### src/bscc_pkg.sv
package bscc_pkg;
    // ----------------------------------------------------------------
    // register map (byte addresses)
    // ----------------------------------------------------------------
    localparam logic [7:0] ADDR_INSTR = 8'h00;
    localparam logic [7:0] ADDR_CTRL = 8'h04;
    localparam logic [7:0] ADDR_ACC = 8'h08;
    localparam logic [7:0] ADDR_STATUS = 8'h0c;
    localparam logic [7:0] ADDR_PC = 8'h10;
    localparam logic [7:0] ADDR_UPPER = 8'h14;
    localparam logic [7:0] ADDR_STACK = 8'h18;
    localparam logic [7:0] ADDR_WDOG = 8'h1c;
    localparam logic [7:0] ADDR_FILE_SEL = 8'h20;
    localparam logic [7:0] ADDR_FILE_DATA = 8'h24;

    // ----------------------------------------------------------------
    // field positions and reset values
    // ----------------------------------------------------------------
    localparam int CTRL_STEP_BIT = 0;
    localparam int STATUS_ZERO_BIT = 2;
    localparam int STATUS_SLEEP_BIT = 3;
    localparam int STATUS_EXPIRY_BIT = 4;
    localparam int STATUS_BUSY_BIT = 8;
    localparam int STATUS_BANK_LO = 5;
    localparam logic [7:0] STATUS_RESET = 8'h18;
    localparam logic [12:0] PC_RESET = 13'h0000;
    localparam int UPPER_LO = 3;
    localparam int UPPER_HI = 4;
    localparam int DEST_BIT = 7;
    localparam int STACK_DEPTH = 8;
    localparam int FILE_WORDS = 256;

    // ----------------------------------------------------------------
    // opcodes, 14-bit instruction word
    // ----------------------------------------------------------------
    localparam logic [13:0] OP_KICK = 14'h0064;
    localparam logic [13:0] OP_CLRACC = 14'h0100;
    localparam logic [6:0] OP_CLRACC_MASK = 7'h7f;
    localparam logic [6:0] OP_CLEAR_FILE_REGISTER = 7'h03;
    localparam logic [5:0] OP_INVERT_REGISTER = 6'h09;
    localparam logic [5:0] OP_DECREMENT_REGISTER = 6'h03;
    localparam logic [3:0] OP_SKIPSET = 4'h7;
    localparam logic [2:0] OP_CALL = 3'h4;

    // core sequencing states
    typedef enum logic [2:0] {
        ST_IDLE = 3'b001,
        ST_EXEC = 3'b010,
        ST_NOP = 3'b100
    } bscc_state_t;
endpackage

### src/bscc_filemem.sv
`timescale 1ns/1ps
// data memory, registered read, one write port
module bscc_filemem (
    input wire logic aclk, // clock
    input wire logic we, // write strobe
    input wire logic [7:0] waddr, // write address
    input wire logic [7:0] wdata, // write data
    input wire logic [7:0] raddr, // read address
    output logic [7:0] rdata // registered read data
);
    logic [7:0] mem [0:bscc_pkg::FILE_WORDS-1];

    // -------------------------------------------------------------
    // storage; no reset, contents are software's job
    // -------------------------------------------------------------
    always_ff @(posedge aclk) begin
        if (we) begin
            mem[waddr] <= wdata;
        end
        rdata <= mem[raddr];
    end
endmodule // bscc_filemem

### src/bscc_stack.sv
`timescale 1ns/1ps
// circular return stack, eight deep, wraps silently on overflow
module bscc_stack (
    input wire logic aclk, // clock
    input wire logic aresetn, // sync reset, active low
    input wire logic push, // push strobe
    input wire logic [12:0] push_data, // return address
    output logic [12:0] stack_top // current top entry
);
    logic [12:0] ent_reg [0:bscc_pkg::STACK_DEPTH-1];
    logic [2:0] ptr_reg;
    logic [2:0] ptr_next;

    // pointer advance on push
    always_comb begin
        ptr_next = push ? ptr_reg + 3'h1 : ptr_reg;
    end

    // -------------------------------------------------------------
    // entries, one per slot
    // -------------------------------------------------------------
    genvar gi;
    generate
        for (gi = 0; gi < bscc_pkg::STACK_DEPTH; gi++) begin : g_ent
            always_ff @(posedge aclk) begin
                if (!aresetn) begin
                    ent_reg[gi] <= 13'h0000;
                end else if (push && ptr_next == 3'(gi)) begin
                    ent_reg[gi] <= push_data;
                end
            end
        end
    endgenerate

    always_ff @(posedge aclk) begin
        if (!aresetn) begin
            ptr_reg <= 3'h0;
            stack_top <= 13'h0000;
        end else begin
            ptr_reg <= ptr_next;
            stack_top <= push ? push_data : ent_reg[ptr_reg]; // entry under the pointer
        end
    end
endmodule // bscc_stack

### src/bscc_core.sv
// The implementer's own choices: register access over AXI4-Lite and the register addresses.
`timescale 1ns/1ps
module bscc_core (
    input wire logic aclk, // 100 MHz clock
    input wire logic aresetn, // sync reset, active low
    input wire logic [7:0] s_axi_awaddr, // write address
    input wire logic s_axi_awvalid, // write address valid
    output logic s_axi_awready, // write address ready
    input wire logic [31:0] s_axi_wdata, // write data
    input wire logic [3:0] s_axi_wstrb, // write strobes
    input wire logic s_axi_wvalid, // write data valid
    output logic s_axi_wready, // write data ready
    output logic [1:0] s_axi_bresp, // write response
    output logic s_axi_bvalid, // write response valid
    input wire logic s_axi_bready, // write response ready
    input wire logic [7:0] s_axi_araddr, // read address
    input wire logic s_axi_arvalid, // read address valid
    output logic s_axi_arready, // read address ready
    output logic [31:0] s_axi_rdata, // read data
    output logic [1:0] s_axi_rresp, // read response
    output logic s_axi_rvalid, // read data valid
    input wire logic s_axi_rready, // read data ready
    output logic wdog_clear // one-cycle pulse: watchdog counter cleared
);
    // -------------------------------------------------------------
    // architectural state
    // -------------------------------------------------------------
    bscc_pkg::bscc_state_t state_reg, state_next;
    logic [13:0] instr_reg, instr_next;
    logic [7:0] acc_reg, acc_next;
    logic [7:0] status_reg, status_next;
    logic [12:0] pc_reg, pc_next;
    logic [7:0] upper_reg, upper_next;
    logic [7:0] wdog_reg, wdog_next;
    logic [7:0] fsel_reg, fsel_next;
    logic wclr_next;

    // bus state
    logic aw_ok_reg, aw_ok_next, w_ok_reg, w_ok_next;
    logic [7:0] awaddr_reg, awaddr_next;
    logic [31:0] wdata_reg, wdata_next;
    logic [3:0] wstrb_reg, wstrb_next;
    logic bvalid_reg, bvalid_next, bresp_err_reg, bresp_err_next;
    logic rvalid_reg, rvalid_next, rerr_reg, rerr_next;
    logic [31:0] rdata_reg, rdata_next;
    logic rpend_reg, rpend_next;
    logic [7:0] rd_addr_reg;

    // memory and stack ports
    logic mem_we;
    logic [7:0] mem_waddr, mem_wdata, mem_raddr, mem_rdata;
    logic push;
    logic [12:0] stack_top;

    // -------------------------------------------------------------
    // decode of the held instruction word
    // -------------------------------------------------------------
    logic [7:0] faddr;
    logic dest_file, is_kick, is_clracc, is_clear_file_register, is_invert_register, is_decrement_register, is_skip, is_call;
    logic bit_set;
    logic [7:0] result;
    assign faddr = {status_reg[bscc_pkg::STATUS_BANK_LO], instr_reg[6:0]};
    assign dest_file = instr_reg[bscc_pkg::DEST_BIT];
    assign is_kick = instr_reg == bscc_pkg::OP_KICK;
    assign is_clracc = instr_reg[13:7] == bscc_pkg::OP_CLRACC[13:7];
    assign is_clear_file_register = instr_reg[13:7] == bscc_pkg::OP_CLEAR_FILE_REGISTER;
    assign is_invert_register = instr_reg[13:8] == bscc_pkg::OP_INVERT_REGISTER;
    assign is_decrement_register = instr_reg[13:8] == bscc_pkg::OP_DECREMENT_REGISTER;
    assign is_skip = instr_reg[13:10] == bscc_pkg::OP_SKIPSET;
    assign is_call = instr_reg[13:11] == bscc_pkg::OP_CALL;
    assign bit_set = mem_rdata[instr_reg[9:7]];
    assign result = is_invert_register ? ~mem_rdata : mem_rdata - 8'h01;

    // -------------------------------------------------------------
    // bus address capture and response
    // -------------------------------------------------------------
    logic wr_fire, rd_fire, wr_busy;
    assign wr_fire = aw_ok_reg && w_ok_reg && !bvalid_reg;
    assign rd_fire = s_axi_arvalid && s_axi_arready;
    assign wr_busy = state_reg != bscc_pkg::ST_IDLE;

    // memory muxing: the core owns the read port while executing
    always_comb begin
        mem_raddr = wr_busy ? faddr : (rd_fire ? fsel_reg : faddr);
        mem_we = 1'b0;
        mem_waddr = faddr;
        mem_wdata = 8'h00;
        if (state_reg == bscc_pkg::ST_EXEC
                && (is_clear_file_register || ((is_invert_register || is_decrement_register) && dest_file))) begin
            mem_we = 1'b1;
            mem_wdata = is_clear_file_register ? 8'h00 : result;
        end else if (wr_fire && !wr_busy && awaddr_reg == bscc_pkg::ADDR_FILE_DATA
                && wstrb_reg[0]) begin
            mem_we = 1'b1;
            mem_waddr = fsel_reg;
            mem_wdata = wdata_reg[7:0];
        end
    end

    // -------------------------------------------------------------
    // execution sequencing and architectural updates
    // -------------------------------------------------------------
    always_comb begin
        state_next = state_reg;
        instr_next = instr_reg;
        acc_next = acc_reg;
        status_next = status_reg;
        pc_next = pc_reg;
        upper_next = upper_reg;
        wdog_next = wdog_reg;
        fsel_next = fsel_reg;
        wclr_next = 1'b0;
        push = 1'b0;
        unique case (state_reg)
            // one cycle to fetch the operand from the registered memory
            bscc_pkg::ST_IDLE: begin
                if (wr_fire && awaddr_reg == bscc_pkg::ADDR_CTRL && wstrb_reg[0]
                        && wdata_reg[bscc_pkg::CTRL_STEP_BIT]) begin
                    state_next = bscc_pkg::ST_EXEC;
                end
            end
            bscc_pkg::ST_EXEC: begin
                state_next = bscc_pkg::ST_IDLE;
                pc_next = pc_reg + 13'h0001;
                if (is_kick) begin
                    wdog_next = 8'h00;
                    wclr_next = 1'b1;
                    status_next[bscc_pkg::STATUS_EXPIRY_BIT] = 1'b1;
                    status_next[bscc_pkg::STATUS_SLEEP_BIT] = 1'b1;
                end else if (is_clracc) begin
                    acc_next = 8'h00;
                    status_next[bscc_pkg::STATUS_ZERO_BIT] = 1'b1;
                end else if (is_clear_file_register) begin
                    status_next[bscc_pkg::STATUS_ZERO_BIT] = 1'b1;
                end else if (is_invert_register || is_decrement_register) begin
                    if (!dest_file) begin
                        acc_next = result;
                    end
                    status_next[bscc_pkg::STATUS_ZERO_BIT] = result == 8'h00;
                end else if (is_skip) begin
                    if (bit_set) begin
                        pc_next = pc_reg + 13'h0002;
                        state_next = bscc_pkg::ST_NOP;
                    end
                end else if (is_call) begin
                    push = 1'b1;
                    pc_next = {upper_reg[bscc_pkg::UPPER_HI:bscc_pkg::UPPER_LO],
                        instr_reg[10:0]};
                    state_next = bscc_pkg::ST_NOP;
                end
            end
            // second cycle does nothing but pass time; flags untouched
            bscc_pkg::ST_NOP: begin
                state_next = bscc_pkg::ST_IDLE;
            end
            default: begin
                state_next = bscc_pkg::ST_IDLE;
            end
        endcase
        // software writes only land while the core is idle
        if (wr_fire && !wr_busy) begin
            unique case (awaddr_reg)
                bscc_pkg::ADDR_INSTR: instr_next = wdata_reg[13:0];
                bscc_pkg::ADDR_ACC: acc_next = wdata_reg[7:0];
                bscc_pkg::ADDR_STATUS: status_next = wdata_reg[7:0];
                bscc_pkg::ADDR_PC: pc_next = wdata_reg[12:0];
                bscc_pkg::ADDR_UPPER: upper_next = wdata_reg[7:0];
                bscc_pkg::ADDR_WDOG: wdog_next = wdata_reg[7:0];
                bscc_pkg::ADDR_FILE_SEL: fsel_next = wdata_reg[7:0];
                default: ;
            endcase
        end
    end

    // -------------------------------------------------------------
    // axi4-lite channel handshakes
    // -------------------------------------------------------------
    logic wr_map_ok, rd_map_ok;
    assign wr_map_ok = awaddr_reg <= bscc_pkg::ADDR_FILE_DATA && awaddr_reg[1:0] == 2'h0;
    assign rd_map_ok = s_axi_araddr <= bscc_pkg::ADDR_FILE_DATA && s_axi_araddr[1:0] == 2'h0;
    always_comb begin
        aw_ok_next = aw_ok_reg;
        w_ok_next = w_ok_reg;
        awaddr_next = awaddr_reg;
        wdata_next = wdata_reg;
        wstrb_next = wstrb_reg;
        bvalid_next = bvalid_reg;
        bresp_err_next = bresp_err_reg;
        if (s_axi_awvalid && s_axi_awready) begin
            aw_ok_next = 1'b1;
            awaddr_next = s_axi_awaddr;
        end
        if (s_axi_wvalid && s_axi_wready) begin
            w_ok_next = 1'b1;
            wdata_next = s_axi_wdata;
            wstrb_next = s_axi_wstrb;
        end
        // write waits out an executing instruction so state stays coherent
        if (wr_fire && !wr_busy) begin
            aw_ok_next = 1'b0;
            w_ok_next = 1'b0;
            bvalid_next = 1'b1;
            bresp_err_next = !wr_map_ok;
        end
        if (bvalid_reg && s_axi_bready) begin
            bvalid_next = 1'b0;
        end
        rpend_next = rd_fire;
        rvalid_next = rvalid_reg;
        rerr_next = rerr_reg;
        rdata_next = rdata_reg;
        if (rd_fire) begin
            rerr_next = !rd_map_ok;
            unique case (s_axi_araddr)
                bscc_pkg::ADDR_INSTR: rdata_next = {18'h00000, instr_reg};
                bscc_pkg::ADDR_ACC: rdata_next = {24'h000000, acc_reg};
                bscc_pkg::ADDR_STATUS: rdata_next = {23'h000000, wr_busy, status_reg};
                bscc_pkg::ADDR_PC: rdata_next = {19'h00000, pc_reg};
                bscc_pkg::ADDR_UPPER: rdata_next = {24'h000000, upper_reg};
                bscc_pkg::ADDR_STACK: rdata_next = {19'h00000, stack_top};
                bscc_pkg::ADDR_WDOG: rdata_next = {24'h000000, wdog_reg};
                bscc_pkg::ADDR_FILE_SEL: rdata_next = {24'h000000, fsel_reg};
                default: rdata_next = 32'h00000000;
            endcase
        end
        // file data comes from the memory one cycle later
        if (rpend_reg) begin
            rvalid_next = 1'b1;
            if (!rerr_reg && rd_addr_reg == bscc_pkg::ADDR_FILE_DATA) begin
                rdata_next = {24'h000000, mem_rdata};
            end
        end
        if (rvalid_reg && s_axi_rready) begin
            rvalid_next = 1'b0;
        end
    end

    // -------------------------------------------------------------
    // registers
    // -------------------------------------------------------------
    always_ff @(posedge aclk) begin
        if (!aresetn) begin
            state_reg <= bscc_pkg::ST_IDLE;
            instr_reg <= 14'h0000;
            acc_reg <= 8'h00;
            status_reg <= bscc_pkg::STATUS_RESET;
            pc_reg <= bscc_pkg::PC_RESET;
            upper_reg <= 8'h00;
            wdog_reg <= 8'h00;
            fsel_reg <= 8'h00;
            wdog_clear <= 1'b0;
            aw_ok_reg <= 1'b0;
            w_ok_reg <= 1'b0;
            awaddr_reg <= 8'h00;
            wdata_reg <= 32'h00000000;
            wstrb_reg <= 4'h0;
            bvalid_reg <= 1'b0;
            bresp_err_reg <= 1'b0;
            rvalid_reg <= 1'b0;
            rerr_reg <= 1'b0;
            rdata_reg <= 32'h00000000;
            rpend_reg <= 1'b0;
            rd_addr_reg <= 8'h00;
            s_axi_awready <= 1'b0;
            s_axi_wready <= 1'b0;
            s_axi_arready <= 1'b0;
        end else begin
            state_reg <= state_next;
            instr_reg <= instr_next;
            acc_reg <= acc_next;
            status_reg <= status_next;
            pc_reg <= pc_next;
            upper_reg <= upper_next;
            wdog_reg <= wdog_next;
            fsel_reg <= fsel_next;
            wdog_clear <= wclr_next;
            aw_ok_reg <= aw_ok_next;
            w_ok_reg <= w_ok_next;
            awaddr_reg <= awaddr_next;
            wdata_reg <= wdata_next;
            wstrb_reg <= wstrb_next;
            bvalid_reg <= bvalid_next;
            bresp_err_reg <= bresp_err_next;
            rvalid_reg <= rvalid_next;
            rerr_reg <= rerr_next;
            rdata_reg <= rdata_next;
            rpend_reg <= rpend_next;
            rd_addr_reg <= rd_fire ? s_axi_araddr : rd_addr_reg;
            // ready is a one-cycle pulse, re-armed once the slot empties
            s_axi_awready <= !aw_ok_next && !s_axi_awready && s_axi_awvalid && !bvalid_next;
            s_axi_wready <= !w_ok_next && !s_axi_wready && s_axi_wvalid && !bvalid_next;
            s_axi_arready <= !s_axi_arready && s_axi_arvalid && !rpend_next && !rvalid_next;
        end
    end

    assign s_axi_bvalid = bvalid_reg;
    assign s_axi_bresp = {bresp_err_reg, 1'b0}; // slverr or okay, no gate after the flop
    assign s_axi_rvalid = rvalid_reg;
    assign s_axi_rdata = rdata_reg;
    assign s_axi_rresp = {rerr_reg, 1'b0};

    // -------------------------------------------------------------
    // data memory and return stack
    // -------------------------------------------------------------
    bscc_filemem u_mem (
        .aclk(aclk),
        .we(mem_we),
        .waddr(mem_waddr),
        .wdata(mem_wdata),
        .raddr(mem_raddr),
        .rdata(mem_rdata)
    );

    bscc_stack u_stack (
        .aclk(aclk),
        .aresetn(aresetn),
        .push(push),
        .push_data(pc_reg + 13'h0001),
        .stack_top(stack_top)
    );
endmodule // bscc_core

### config.mk
export PLATFORM = sky130hd
export DESIGN_NAME = bscc_core
export DESIGN_NICKNAME = d
export VERILOG_FILES = /design/src/bscc_pkg.sv /design/src/bscc_filemem.sv /design/src/bscc_stack.sv /design/src/bscc_core.sv
export SDC_FILE = /design/constraint.sdc
export NUM_CORES = 2
export LEC_CHECK = 0
export ABC_AREA = 0
export BUFFER_PORTS_ARGS = -buffer_cell sky130_fd_sc_hd__buf_2
export CORE_UTILIZATION = 25
export DETAILED_ROUTE_END_ITERATION = 7
export MAX_ROUTING_LAYER = met4
export PLACE_DENSITY = 0.48
export SLEW_MARGIN = 20
export SYNTH_ARGS = -nofsm -noshare
export SYNTH_HDL_FRONTEND = slang
export SYNTH_SLANG_ARGS = --single-unit
export TNS_END_PERCENT = 100
### constraint.sdc
create_clock -name aclk -period 6.28 [get_ports aclk]
set_input_delay 0.942 -clock aclk [delete_from_list [all_inputs] [get_ports aclk]]
set_output_delay 0.942 -clock aclk [all_outputs]
set_load 0.005 [all_outputs]
==> reports/results.txt <==
The most common cell in the netlist is sky130_fd_sc_hd__edfxtp_1. The type of destination of the critical path was a register. The run gives 223 as the number of rows created at floorplan.

Measured along the y axis, the die boundary spans 611 µm. The run gives 43.1 ps as the clock skew. Together, buffers and inverters on the worst path number 3.

Among all stages on the critical path, the largest delay is contributed by sky130_fd_sc_hd__or4_1. Setup violations remaining at the end of the flow were counted as 0. Global routing consumed, on the met2 layer, 24.1% of the routing resources. The logs give 108000 µm² for the cell area after layout and 851 ps for the worst slack after detailed placement. Summed over all instances, the cell type with the most area after synthesis is sky130_fd_sc_hd__edfxtp_1. The largest fanout on the critical path was 49.

The flow ran to the end, and the final reports show no timing, DRC or antenna violations. The count of H-tree levels built during CTS is 4. The run gives 20.3% as the met1 capacity usage during global routing. In the final timing run, aggregate negative setup slack is 0 ps.

Synthesis produced 6693 cells. The standard cell area after detailed placement is 99700 µm². Global routing used 15.1% of the available tracks across all layers. The detailed-route wire length came out at 284000 µm. Entering global routing, the biggest net connects 141 pins. Subtracting the final worst setup slack from the clock period gives 4830 ps. In the routed design, unresolved DRC markers number 0.

The run gives 369000 µm² as the placeable core region. The mapped netlist covers 92800 µm². The fraction of met3 tracks used by global routing came out at 2.23%. On the final layout, the worst hold slack is 296 ps. The tools report the CTS sink count as 2320.

Ranked by total cell area, the synthesized netlist is headed by sky130_fd_sc_hd__edfxtp_1 70%, sky130_fd_sc_hd__nand2_1 5.0%, sky130_fd_sc_hd__dfxtp_1 3.6%, sky130_fd_sc_hd__mux2i_1 2.7%, sky130_fd_sc_hd__a211oi_1 2.3%. Headroom to the max-slew limit came out at 23.5%. The number of pins with negative max-slew slack in the final report was 0. In this run the count of I/O pins placed on the die edge is 101.

The fraction of synthesis flops using an asynchronous set or reset pin is 0%. Post-synthesis to final-layout area growth: 15.9%. In this run the remaining antenna-violating nets after routing total 0.

Counting along the longest clock path gives a buffer depth of 4. The logs give 6060 for the initial detailed-routing violation count and 56342 for the number of global-route vias before repair. For the pin with the worst max-slew slack, the measured transition is 1140 ps. The register with the most flip-flops in the layout has 2048 of them. In the final design database the tool counted 6757 nets.

Last weighted congestion value of the routability-driven placer: 0.842. Static timing analysis puts the maximum clock frequency at 0.207 GHz. STA puts the critical path data arrival time at 5620 ps. Synthesis instantiated 77 different standard cells from the library. The clock input transition at the sequential cells of the worst setup and hold paths was 60 ps; the number of antenna violations at the first check in global routing was 19. The required time of the worst setup path was 7070 ps.

The number of warnings printed during yosys synthesis is 0, and the count of flip-flops with a built-in enable after synthesis is 2152. The horizontal die dimension came out at 611 µm. In this design, the stage delay of the slowest critical-path cell is 670 ps.

Layout cell share with drive strength beyond 1: 10.5%. The average instance in the mapped netlist occupies 13.9 µm². Setup slack on the critical path of the routed design comes to 1450 ps. For the sequential area share after synthesis, the log shows 73.2%. Buffers inserted during clock tree synthesis total 248. Setup repair after global routing left no endpoint under its margin.

For the worst-skew pair, the clock arrives at the later sink with an insertion delay of 930 ps. TritonCTS built the clock tree. The count of buffers added on input and output ports is 77. The kind of launch point of the worst setup path is a register.

For the post-CTS resize count, the log shows 0. In this run the worst hold path is classified as in2reg. Among cell families on the critical path, the largest total delay comes from simple AND/OR/NAND/NOR gates. The commonest cells after synthesis are 2152 x sky130_fd_sc_hd__edfxtp_1, 1244 x sky130_fd_sc_hd__nand2_1, 456 x sky130_fd_sc_hd__nor2_1. Class of the most critical setup path: reg2reg. The pre-antenna-repair detailed-routing pass consisted of 8 iterations. Walking the worst path, the cells encountered are and2_1, nand3_2, buf_4, and2_4, buf_12, nor2_4, buf_4, nand3_1, o2111ai_1, a41oi_1, or4_1. Max-cap violations in this run came to 0. The hold violation count in the final report was 0; the post-CTS setup buffer count was 0. After detailed routing, the number of vias per cell comes to 4.89. The share of the synthesized area in the top cell type is 69.6%. The die covers 374000 µm². In this run, synthesis produced a sequential element count of 2320. The first global-routing pass estimated 408000 µm of wire. The tools report the HPWL after detailed placement as 170000 µm. The final clock period utilization by the worst path came out at 77.0%. Layer carrying the most global-route usage: met2. For the standby leakage power, the log shows 32.8 nW. Power density relative to cell area: 290 nW/µm². Clock tree synthesis selected as its root buffer the cell sky130_fd_sc_hd__clkbuf_16. The number of hold buffers added after CTS was 0. After detailed routing, the average wire length per cell comes to 23.9 µm. VDD sags by at most 0.225 mV. Dominant register cell in the synthesized netlist: sky130_fd_sc_hd__edfxtp_1. The cell that appears most often on the critical path is sky130_fd_sc_hd__buf_4.

Once the floorplan was initialized, standard cells occupied 25.2% of the core. Global route total overflow: 0. The final route contains 57937 vias.
## layer usage
layer / routed length [µm] / up-vias
met3: 18200 / 408
li1: - / 25815
met1: 124000 / 29739
met5: 0 / -
met2: 135000 / 1975
met4: 6870 / 0
## worst reg2reg max path, stage by stage (launching register included)
cell and delay [ps]:
sky130_fd_sc_hd__dfxtp_1 380, sky130_fd_sc_hd__and2_1 650, sky130_fd_sc_hd__nand3_2 270, sky130_fd_sc_hd__buf_4 350
sky130_fd_sc_hd__and2_4 410, sky130_fd_sc_hd__buf_12 300, sky130_fd_sc_hd__nor2_4 260, sky130_fd_sc_hd__buf_4 460
sky130_fd_sc_hd__nand3_1 180, sky130_fd_sc_hd__o2111ai_1 200, sky130_fd_sc_hd__a41oi_1 590, sky130_fd_sc_hd__or4_1 680
## cell families (layout without fill, tap and decap cells)
kind of cell	count (synthesis)	in the layout	synth area share [%]
AO/OA/AOI/OAI	1256	1256	10.1
buffers and inverters	517	718	2.31
adder cells (fa/ha/maj)	4	4	0.0539
AND/OR/NAND/NOR	2277	2277	10.6
XOR/XNOR	27	27	0.255
other	1	10	0.00404
multiplexers	291	291	3.53
flip-flops	2320	2320	73.2
## layout by cell type, fill, tap and decap left out, types with 167 or more instances in the layout
cell type and n:
sky130_fd_sc_hd__clkbuf_16 252, sky130_fd_sc_hd__nand3_1 200, sky130_fd_sc_hd__dfxtp_1 167, sky130_fd_sc_hd__nand2_1 1229, sky130_fd_sc_hd__a311oi_1 167, sky130_fd_sc_hd__a211oi_1 282, sky130_fd_sc_hd__and3_1 209, sky130_fd_sc_hd__a21oi_1 257
sky130_fd_sc_hd__nor2_1 449, sky130_fd_sc_hd__mux2i_1 252, sky130_fd_sc_hd__edfxtp_1 2152
## report_power, final
part	internal (mW)	leakage (nW)	switching, mW
clock	8.18	3.84	6.12
combinational	0.0607	8.96	0.148
sequential	16.7	20.0	0.0385
## worst paths after layout
| kind | start | endpoint | slack [ps] | depth (start not counted) |
|---|---|---|---|---|
| worst min register to register | aw_ok_reg | s_axi_awready | 450 | 1 |
| worst max register to register | s_axi_arready | u_mem.rdata[4] | 1450 | 11 |
| worst min-delay path | s_axi_wdata[6] | wdata_reg[6] | 300 | 3 |
| worst max-delay path | s_axi_arready | u_mem.rdata[4] | 1450 | 11 |
## metrics by stage
stage	utilization [%]	cells	power, mW
finish	29.1	11853	31.2
global route	29.1	11851	32.0
CTS	29.1	11844	31.5
detailed placement	27.0	11393	17.3
global placement	27.0	11393	17.3
floorplan	-	6694	17.1
## layout make-up
| cell class | count | area [µm²] |
|---|---|---|
| tap | 4950 | 6190 |
| sequential | 2320 | 68000 |
| timing repair buffer | 250 | 2200 |
| fill | 36897 | 262000 |
| multi-input combinational | 3857 | 23300 |
| clock inverter | 133 | 1150 |
| antenna | 8 | 20.0 |
| inverter | 17 | 65.1 |
| clock buffer | 318 | 6690 |
(Power assumes the default switching activity.)
